**src/inc/pin_float_pkg.sv**
```systemverilog
package pin_float_pkg;

  // register byte offsets on the AHB-Lite slave
  localparam logic [7:0] instr_off = 8'h00;
  localparam logic [7:0] operand_reg_off = 8'h04;
  localparam logic [7:0] range_setup_prefix_off = 8'h08;
  localparam logic [7:0] operand_augment_prefix_off = 8'h0C;
  localparam logic [7:0] flags_off = 8'h10;
  localparam logic [7:0] lower_port_direction_reg_off = 8'h14;
  localparam logic [7:0] upper_port_direction_reg_off = 8'h18;
  localparam logic [7:0] lower_port_output_reg_off = 8'h1C;
  localparam logic [7:0] upper_port_output_reg_off = 8'h20;
  localparam logic [7:0] status_off = 8'h24;
  localparam logic [7:0] last_off = 8'h24;

  // instruction word layout
  localparam int opcode_hi = 27;
  localparam int opcode_lo = 21;
  localparam int fx_c_bit = 20;
  localparam int fx_z_bit = 19;
  localparam int fx_lit_bit = 18;
  localparam int dest_hi = 17;
  localparam int dest_lo = 9;
  localparam int src_hi = 8;
  localparam int src_lo = 0;

  localparam logic [6:0] pin_op_opcode = 7'h6B;
  localparam logic [8:0] float_low_src = 9'h050;
  localparam logic [8:0] float_high_src = 9'h051;
  localparam logic [8:0] float_to_carry_src = 9'h052;
  localparam logic [8:0] float_to_not_carry_src = 9'h053;

  // pin range value layout
  localparam int base_hi = 5;
  localparam int base_lo = 0;
  localparam int range_hi = 10;
  localparam int range_lo = 6;
  localparam int port_sel_bit = 5;

  // flag and status bit positions
  localparam int flag_c_bit = 0;
  localparam int flag_z_bit = 1;
  localparam int status_busy_bit = 0;
  localparam int status_illegal_bit = 1;

  // reset values
  localparam logic [31:0] port_reset = 32'h0000_0000;
  localparam logic [31:0] word_reset = 32'h0000_0000;

  localparam logic [1:0] htrans_nonseq = 2'h2;
  localparam logic hresp_okay = 1'b0;

  typedef enum logic [1:0] {
    level_low = 2'b00,
    level_high = 2'b01,
    level_carry = 2'b10,
    level_not_carry = 2'b11
  } level_kind_t;

  typedef enum logic [1:0] {
    fsm_idle = 2'b00,
    fsm_decode = 2'b01,
    fsm_commit = 2'b10
  } fsm_t;

  typedef struct packed {
    logic dp_valid;
    logic dp_write;
    logic [7:0] dp_addr;
    logic rd_done;
    logic [31:0] rdata;
    logic [31:0] instr;
    logic [31:0] operand_reg;
    logic [4:0] prefix;
    logic prefix_pend;
    logic [1:0] augment;
    logic augment_pend;
    logic carry;
    logic zero;
    logic [31:0] lower_port_direction_reg;
    logic [31:0] upper_port_direction_reg;
    logic [31:0] lower_port_output_reg;
    logic [31:0] upper_port_output_reg;
    logic illegal;
    fsm_t fsm;
    level_kind_t ex_kind;
    logic ex_write_both_flags;
    logic ex_port;
    logic [31:0] ex_mask;
    logic ex_old_base;
  } state_t;

endpackage

```
**src/rtl/pin_float_instruction_unit.sv**
```systemverilog
`timescale 1ns/1ps
// Behaviour
// float_to_carry loads C; not-carry loads inverted C
// float_high latches 1, float_low latches 0
// unselected pins keep direction and output
// write both direction and output registers
// operand bits 5:0 give base pin
// operand bits 10:6 give extra pins
// 9-bit literal; augment prefix extends to 11
// register operand low 11 bits used directly
// range prefix replaces bits 10:6; code does this for register operands only, literals ignore it
// range wraps within one 32-pin port
// write_both_flags loads old base output bit
// only combined carry-zero flag effect accepted
// new direction not forwarded to next instruction
// software waits two instructions before touching direction
// carry variants decode opcode 1101011, sources 52/53
// high/low variants decode sources 51/50
// every float instruction takes two clocks
// no flag effect leaves flags unchanged
// base bit 5 selects lower or upper port
// zero range affects only base pin
module pin_float_instruction_unit (
  input wire logic hclk,
  input wire logic hresetn,
  input wire logic hsel,
  input wire logic [31:0] haddr,
  input wire logic [1:0] htrans,
  input wire logic hwrite,
  input wire logic [2:0] hsize,
  input wire logic [31:0] hwdata,
  input wire logic hready,
  output logic hreadyout,
  output logic [31:0] hrdata,
  output logic hresp,
  output logic [63:0] pin_dir,
  output logic [63:0] pin_out
);

  pin_float_pkg::state_t state;
  pin_float_pkg::state_t next_state;

  // selection mask for a base pin and a count of extra pins, wrapping in 32
  function automatic logic [31:0] range_mask(input logic [4:0] base, input logic [4:0] extra);
    logic [31:0] m;
    logic [4:0] off;
    m = 32'h0000_0000;
    for (int i = 0; i < 32; i++) begin
      off = 5'(i) - base;
      m[i] = (off <= extra);
    end
    return m;
  endfunction

  logic busy;
  logic wr_go;
  logic rd_go;
  logic [31:0] rd_mux;
  logic [10:0] lit_val;
  logic [10:0] pin_val;
  logic [8:0] op_src;
  logic fx_c;
  logic fx_z;
  logic [31:0] base_word;
  logic [31:0] sel_out;
  logic [31:0] sel_dir;
  logic level;

  assign busy = (state.fsm != pin_float_pkg::fsm_idle);
  // writes wait while an instruction is in flight, reads take one wait state
  assign wr_go = state.dp_valid && state.dp_write && !busy;
  assign rd_go = state.dp_valid && !state.dp_write && !state.rd_done;
  assign hreadyout = !(state.dp_valid && (state.dp_write ? busy : !state.rd_done));
  assign hrdata = state.rdata;
  assign hresp = pin_float_pkg::hresp_okay;
  assign pin_dir = {state.upper_port_direction_reg, state.lower_port_direction_reg};
  assign pin_out = {state.upper_port_output_reg, state.lower_port_output_reg};

  // output word of the port that holds the base pin
  assign base_word = pin_val[pin_float_pkg::port_sel_bit] ? state.upper_port_output_reg :
                     state.lower_port_output_reg;
  assign op_src = state.instr[pin_float_pkg::src_hi:pin_float_pkg::src_lo];
  assign fx_c = state.instr[pin_float_pkg::fx_c_bit];
  assign fx_z = state.instr[pin_float_pkg::fx_z_bit];

  always_comb begin
    // literal: 11 bits, top two from the augment prefix when one is pending
    lit_val = {state.augment_pend ? state.augment : 2'b00,
               state.instr[pin_float_pkg::dest_hi:pin_float_pkg::dest_lo]};
    if (state.instr[pin_float_pkg::fx_lit_bit]) begin
      pin_val = lit_val;
    end else begin
      pin_val = state.operand_reg[10:0];
      if (state.prefix_pend) begin
        pin_val[pin_float_pkg::range_hi:pin_float_pkg::range_lo] = state.prefix;
      end
    end
  end

  // legality check on the word being written
  function automatic logic legal_word(input logic [31:0] w);
    logic [6:0] c;
    logic [8:0] s;
    c = w[pin_float_pkg::opcode_hi:pin_float_pkg::opcode_lo];
    s = w[pin_float_pkg::src_hi:pin_float_pkg::src_lo];
    return (c == pin_float_pkg::pin_op_opcode) &&
           ((s == pin_float_pkg::float_to_carry_src) ||
            (s == pin_float_pkg::float_to_not_carry_src) ||
            (s == pin_float_pkg::float_high_src) ||
            (s == pin_float_pkg::float_low_src)) &&
           (w[pin_float_pkg::fx_c_bit] == w[pin_float_pkg::fx_z_bit]);
  endfunction

  always_comb begin
    sel_out = state.ex_port ? state.upper_port_output_reg : state.lower_port_output_reg;
    sel_dir = state.ex_port ? state.upper_port_direction_reg : state.lower_port_direction_reg;
    unique case (state.ex_kind)
      pin_float_pkg::level_low: level = 1'b0;
      pin_float_pkg::level_high: level = 1'b1;
      pin_float_pkg::level_carry: level = state.carry;
      pin_float_pkg::level_not_carry: level = !state.carry;
    endcase
  end

  always_comb begin
    unique case (state.dp_addr)
      pin_float_pkg::instr_off: rd_mux = state.instr;
      pin_float_pkg::operand_reg_off: rd_mux = state.operand_reg;
      pin_float_pkg::range_setup_prefix_off: rd_mux = {27'h0, state.prefix};
      pin_float_pkg::operand_augment_prefix_off: rd_mux = {30'h0, state.augment};
      pin_float_pkg::flags_off: rd_mux = {30'h0, state.zero, state.carry};
      pin_float_pkg::lower_port_direction_reg_off: rd_mux = state.lower_port_direction_reg;
      pin_float_pkg::upper_port_direction_reg_off: rd_mux = state.upper_port_direction_reg;
      pin_float_pkg::lower_port_output_reg_off: rd_mux = state.lower_port_output_reg;
      pin_float_pkg::upper_port_output_reg_off: rd_mux = state.upper_port_output_reg;
      pin_float_pkg::status_off: rd_mux = {30'h0, state.illegal, busy};
      default: rd_mux = pin_float_pkg::word_reset;
    endcase
  end

  always_comb begin
    next_state = state;

    // data phase bookkeeping
    if (rd_go) begin
      next_state.rdata = rd_mux;
      next_state.rd_done = 1'b1;
    end
    if (hreadyout) begin
      next_state.dp_valid = 1'b0;
      next_state.rd_done = 1'b0;
      if (hsel && hready && (htrans == pin_float_pkg::htrans_nonseq)) begin
        next_state.dp_valid = 1'b1;
        next_state.dp_write = hwrite;
        next_state.dp_addr = {haddr[7:2], 2'b00};
      end
    end

    // instruction pipeline, two clocks from issue to commit
    unique case (state.fsm)
      pin_float_pkg::fsm_idle: begin
      end
      pin_float_pkg::fsm_decode: begin
        next_state.fsm = pin_float_pkg::fsm_commit;
        next_state.ex_kind = pin_float_pkg::level_kind_t'(op_src[1:0]);
        next_state.ex_write_both_flags = fx_c && fx_z;
        next_state.ex_port = pin_val[pin_float_pkg::port_sel_bit];
        next_state.ex_mask = range_mask(pin_val[4:0],
                                        pin_val[pin_float_pkg::range_hi:pin_float_pkg::range_lo]);
        next_state.ex_old_base = base_word[pin_val[4:0]];
        next_state.prefix_pend = 1'b0;
        next_state.augment_pend = 1'b0;
      end
      pin_float_pkg::fsm_commit: begin
        next_state.fsm = pin_float_pkg::fsm_idle;
        // direction cleared, then level applied, only inside the mask
        if (state.ex_port) begin
          next_state.upper_port_direction_reg = sel_dir & ~state.ex_mask;
          next_state.upper_port_output_reg = (sel_out & ~state.ex_mask) |
                                             (state.ex_mask & {32{level}});
        end else begin
          next_state.lower_port_direction_reg = sel_dir & ~state.ex_mask;
          next_state.lower_port_output_reg = (sel_out & ~state.ex_mask) |
                                             (state.ex_mask & {32{level}});
        end
        if (state.ex_write_both_flags) begin
          next_state.carry = state.ex_old_base;
          next_state.zero = state.ex_old_base;
        end
      end
      default: next_state.fsm = pin_float_pkg::fsm_idle;
    endcase

    // register writes; only taken while no instruction is in flight
    if (wr_go) begin
      unique case (state.dp_addr)
        pin_float_pkg::instr_off: begin
          next_state.instr = hwdata;
          if (legal_word(hwdata)) begin
            next_state.fsm = pin_float_pkg::fsm_decode;
            next_state.illegal = 1'b0;
          end else begin
            next_state.illegal = 1'b1;
            next_state.prefix_pend = 1'b0;
            next_state.augment_pend = 1'b0;
          end
        end
        pin_float_pkg::operand_reg_off: next_state.operand_reg = hwdata;
        pin_float_pkg::range_setup_prefix_off: begin
          next_state.prefix = hwdata[4:0];
          next_state.prefix_pend = 1'b1;
        end
        pin_float_pkg::operand_augment_prefix_off: begin
          next_state.augment = hwdata[1:0];
          next_state.augment_pend = 1'b1;
        end
        pin_float_pkg::flags_off: begin
          next_state.carry = hwdata[pin_float_pkg::flag_c_bit];
          next_state.zero = hwdata[pin_float_pkg::flag_z_bit];
        end
        pin_float_pkg::lower_port_direction_reg_off: next_state.lower_port_direction_reg = hwdata;
        pin_float_pkg::upper_port_direction_reg_off: next_state.upper_port_direction_reg = hwdata;
        pin_float_pkg::lower_port_output_reg_off: next_state.lower_port_output_reg = hwdata;
        pin_float_pkg::upper_port_output_reg_off: next_state.upper_port_output_reg = hwdata;
        default: begin
        end
      endcase
    end
  end

  always_ff @(posedge hclk or negedge hresetn) begin
    if (!hresetn) begin
      state <= '{
        dp_valid: 1'b0,
        dp_write: 1'b0,
        dp_addr: 8'h00,
        rd_done: 1'b0,
        rdata: pin_float_pkg::word_reset,
        instr: pin_float_pkg::word_reset,
        operand_reg: pin_float_pkg::word_reset,
        prefix: 5'h00,
        prefix_pend: 1'b0,
        augment: 2'h0,
        augment_pend: 1'b0,
        carry: 1'b0,
        zero: 1'b0,
        lower_port_direction_reg: pin_float_pkg::port_reset,
        upper_port_direction_reg: pin_float_pkg::port_reset,
        lower_port_output_reg: pin_float_pkg::port_reset,
        upper_port_output_reg: pin_float_pkg::port_reset,
        illegal: 1'b0,
        fsm: pin_float_pkg::fsm_idle,
        ex_kind: pin_float_pkg::level_low,
        ex_write_both_flags: 1'b0,
        ex_port: 1'b0,
        ex_mask: 32'h0000_0000,
        ex_old_base: 1'b0
      };
    end else begin
      state <= next_state;
    end
  end

endmodule

```
**config.mk**
```make
export PLATFORM = sky130hd
export DESIGN_NAME = pin_float_instruction_unit
export DESIGN_NICKNAME = d
export VERILOG_FILES = /design/src/inc/pin_float_pkg.sv /design/src/rtl/pin_float_instruction_unit.sv
export SDC_FILE = /design/constraint.sdc
export NUM_CORES = 1
export LEC_CHECK = 0
export BUFFER_PORTS_ARGS = -buffer_cell sky130_fd_sc_hd__buf_2
export CAP_MARGIN = 0
export CORE_UTILIZATION = 57
export DETAILED_ROUTE_END_ITERATION = 8
export PLACE_DENSITY = 0.76
export SLEW_MARGIN = 20
export SYNTH_ARGS = -nofsm -noshare
export SYNTH_HDL_FRONTEND = slang
export SYNTH_SLANG_ARGS = --single-unit
```
**constraint.sdc**
```tcl
create_clock -name hclk -period 10.6 [get_ports hclk]
set_input_delay 0.53 -clock hclk [delete_from_list [all_inputs] [get_ports hclk]]
set_output_delay 0.53 -clock hclk [all_outputs]
set_load 0.03 [all_outputs]
```
==> results.yml <==
power_and_ir_drop:
  p_seq_share_pct: 27.5
  ir_drop_mv: 0.182
  power_leakage_nw: 8.60
  switchingPower_mw: 2.96
  swShare_pct: 47.8
  p_comb_share_pct: 55.7
  power.total_mw: 6.18
  powerDensity_nw_per_um2: 343
  internal_power_mw: 3.23
  clkPwrFrac_pct: 16.8
worst_setup_path:
  cp.arrival_ps: 4470
  path_class: "reg2reg"
  required_ps: 11030
  cp_max_fo: 35
  start_kind: "register"
  cp-end-kind: "register"
final_layout:
  finalNonFillerCells: 2226
  layout_common_cells: "nand2_1 (361), dfrtp_1 (283), buf_2 (204)"
  drive_gt1_share_pct: 19.2
  nNetsFinal: 1968
  syn_to_final_growth_pct: 6.69
  fin_area_um2: 18000
  fin_util_pct: 62.2
  n_antenna_cell: 0
  mostFrequentLayoutCell: "nand2_1"
route:
  drcViolationCount: 0
  wl_per_cell_um: 23.0
  ant_nets: 0
  drtPass1Iterations: 9
  num_vias: 13968
  drt-total-wl_um: 51200
  vias_per_cell: 6.27
  dr.first_iter.drc_count: 1609
run:
  cap_viol_max_count: 0
cts:
  clkSlewWorstSetupHoldPaths_ps: 60
  clk_latency_ps: 570
  cts_sinks: 284
  cts_resized: 0
  cts_tree: "built"
  post-cts-setup-buffers: 0
  holdBufCountCts: 0
  clock_path_buffers: 3
  cts_buffers: 30
  cts-root-buf: "clkbuf_16"
  htreeDepth: 1
yosys:
  ys_ff_latch: 284
  ys_seq_area_share_pct: 42.1
  synth_ff_type: "dfrtp_1"
  syn_inst: 1821
  synth_nets: 1969
  synth-edff-count: 0
  yosys_warnings: 0
  ys_types: 59
  netlist_area_um2: 16900
  synthArstFlopShare_pct: 100
  avgSynthCellArea_um2: 9.27
die:
  die_h_um: 174
  die-area_um2: 30300
  initial_utilization_pct: 58.3
  io_pins: 236
  num_rows: 62
  core_area_um2: 28900
  die_w_um: 174
sta:
  hold-worst-slack_ps: 19.7
  hold_viol_final: 0
  fin_ws_ps: 6560
  slew_headroom_pct: 22.8
  setup_violations: 0
  fin_skew_ps: 19.3
  fin_crit_ps: 4040
  worst_pin_slew_ps: 1150
  finalCritPeriodShare_pct: 38.1
  drv_slew: 0
  rsz0062_at_grt: "no"
  fmax_ghz: 0.248
  tns_ps: 0
grt:
  grt_max_degree: 178
  gr-total-overflow: 0
  antenna_found_initial: 0
  grt_pass1_vias: 13463
  grt_usage_pct: 33.6
  grt_first_pass_wirelength_um: 79000
place:
  pre_cts_ws_ps: 6650
  placed_cells: 2170
  dp_hpwl_um: 34000
  routabilityCongestion: 0.987
  placed_cell_area_um2: 17000
  port_buffers: 205
outcome:
  status: "finished, final reports clean"
hold_path:
  hp-class: "in2async"
-- power by group through the flow --
stage | logic [mW] | registers [mW] | clock network [mW]
after floorplan | 2.66 | 1.58 | 0
after global placement | 3.25 | 1.69 | 0
after detailed placement | 3.36 | 1.71 | 0
after CTS | 3.40 | 1.69 | 1.04
after global routing | 3.74 | 1.73 | 1.09
final | 3.44 | 1.70 | 1.04
-- final cells by class --
cell class	instances	area, um^2
well taps	384	480
repair buffers	228	1240
clock inverters	5	38.8
fillers	2397	10900
flip-flops and latches	284	7110
inverters	45	169
multi-input cells	1231	8050
clock buffers	49	923
-- Yosys cell counts, types with 14 or more instances --
library cell | n | share of area, %
a21oi_1 | 128 | 3.8
ha_1 | 74 | 5.5
nor2_1 | 54 | 1.2
mux2_2 | 52 | 3.5
a222oi_1 | 21 | 1.2
clkbuf_1 | 71 | 1.6
inv_1 | 43 | 0.96
dfrtp_1 | 284 | 42
buf_4 | 163 | 7.2
a21o_1 | 50 | 2.2
nand2_1 | 362 | 8.0
mux2_1 | 28 | 1.9
xnor2_1 | 22 | 1.1
nand3_1 | 56 | 1.7
o21ai_0 | 136 | 4.0
mux2i_1 | 110 | 6.5
a22oi_1 | 14 | 0.62
buf_2 | 17 | 0.50
-- per-layer routing --
| metal | GRT usage [%] | wire (um) | up-vias |
|---|---|---|---|
| li1 | - | - | 6184 |
| met1 | 46.1 | 20900 | 6916 |
| met2 | 54.3 | 24200 | 751 |
| met3 | 4.75 | 4440 | 117 |
| met4 | 12.2 | 1730 | 0 |
| met5 | 0 | 0 | - |
-- final timing paths --
path	end	slack [ps]	start	cells after the start
max	state[30]$_DFFE_PN0P_	6560	state[229]$_DFFE_PN0P_	12
min	pin_out[2]$_DFF_PN0_	20	hresetn	1
max reg2reg	state[30]$_DFFE_PN0P_	6560	state[229]$_DFFE_PN0P_	12
min reg2reg	hrdata[7]$_DFFE_PN0P_	470	hrdata[7]$_DFFE_PN0P_	1
max in group asynchronous	lit_val[4]$_DFFE_PN0P_	9070	hresetn	2
min in group hclk	state[284]$_DFFE_PN0P_	190	hwrite	2
-- sequential cells by signal (all words and copies together), names as in the netlist --
name / flops
fx_c: 1
op_src: 9
pin_dir: 64
state: 104
hrdata: 32
pin_out: 64
lit_val: 9
fx_z: 1
-- logic make-up (layout without fill, tap and decap cells) --
logic type | Yosys count | in the layout | share of synthesized area (%)
buffers and inverters | 306 | 327 | 10.7
muxes | 196 | 196 | 12.7
DFF | 284 | 284 | 42.1
and+or+nand+nor | 533 | 533 | 13.4
other | 1 | 1 | 0.0222
AOI/OAI and AO/OA | 402 | 402 | 14.4
xor gates and xnor gates | 25 | 25 | 1.30
adders and majority gates | 74 | 74 | 5.48
-- critical path, stage by stage, from the launching register on --
cell      delay (ps)
dfrtp_1          330
buf_4            360
nor2b_1          150
a21oi_2          610
clkinv_1         610
ha_1             420
a21boi_0         150
xnor2_1          280
inv_1             80
ha_1             300
a21oi_1           60
a41oi_1          380
o21ai_0          130
No activity file was read; power rests on OpenSTA's default activity.
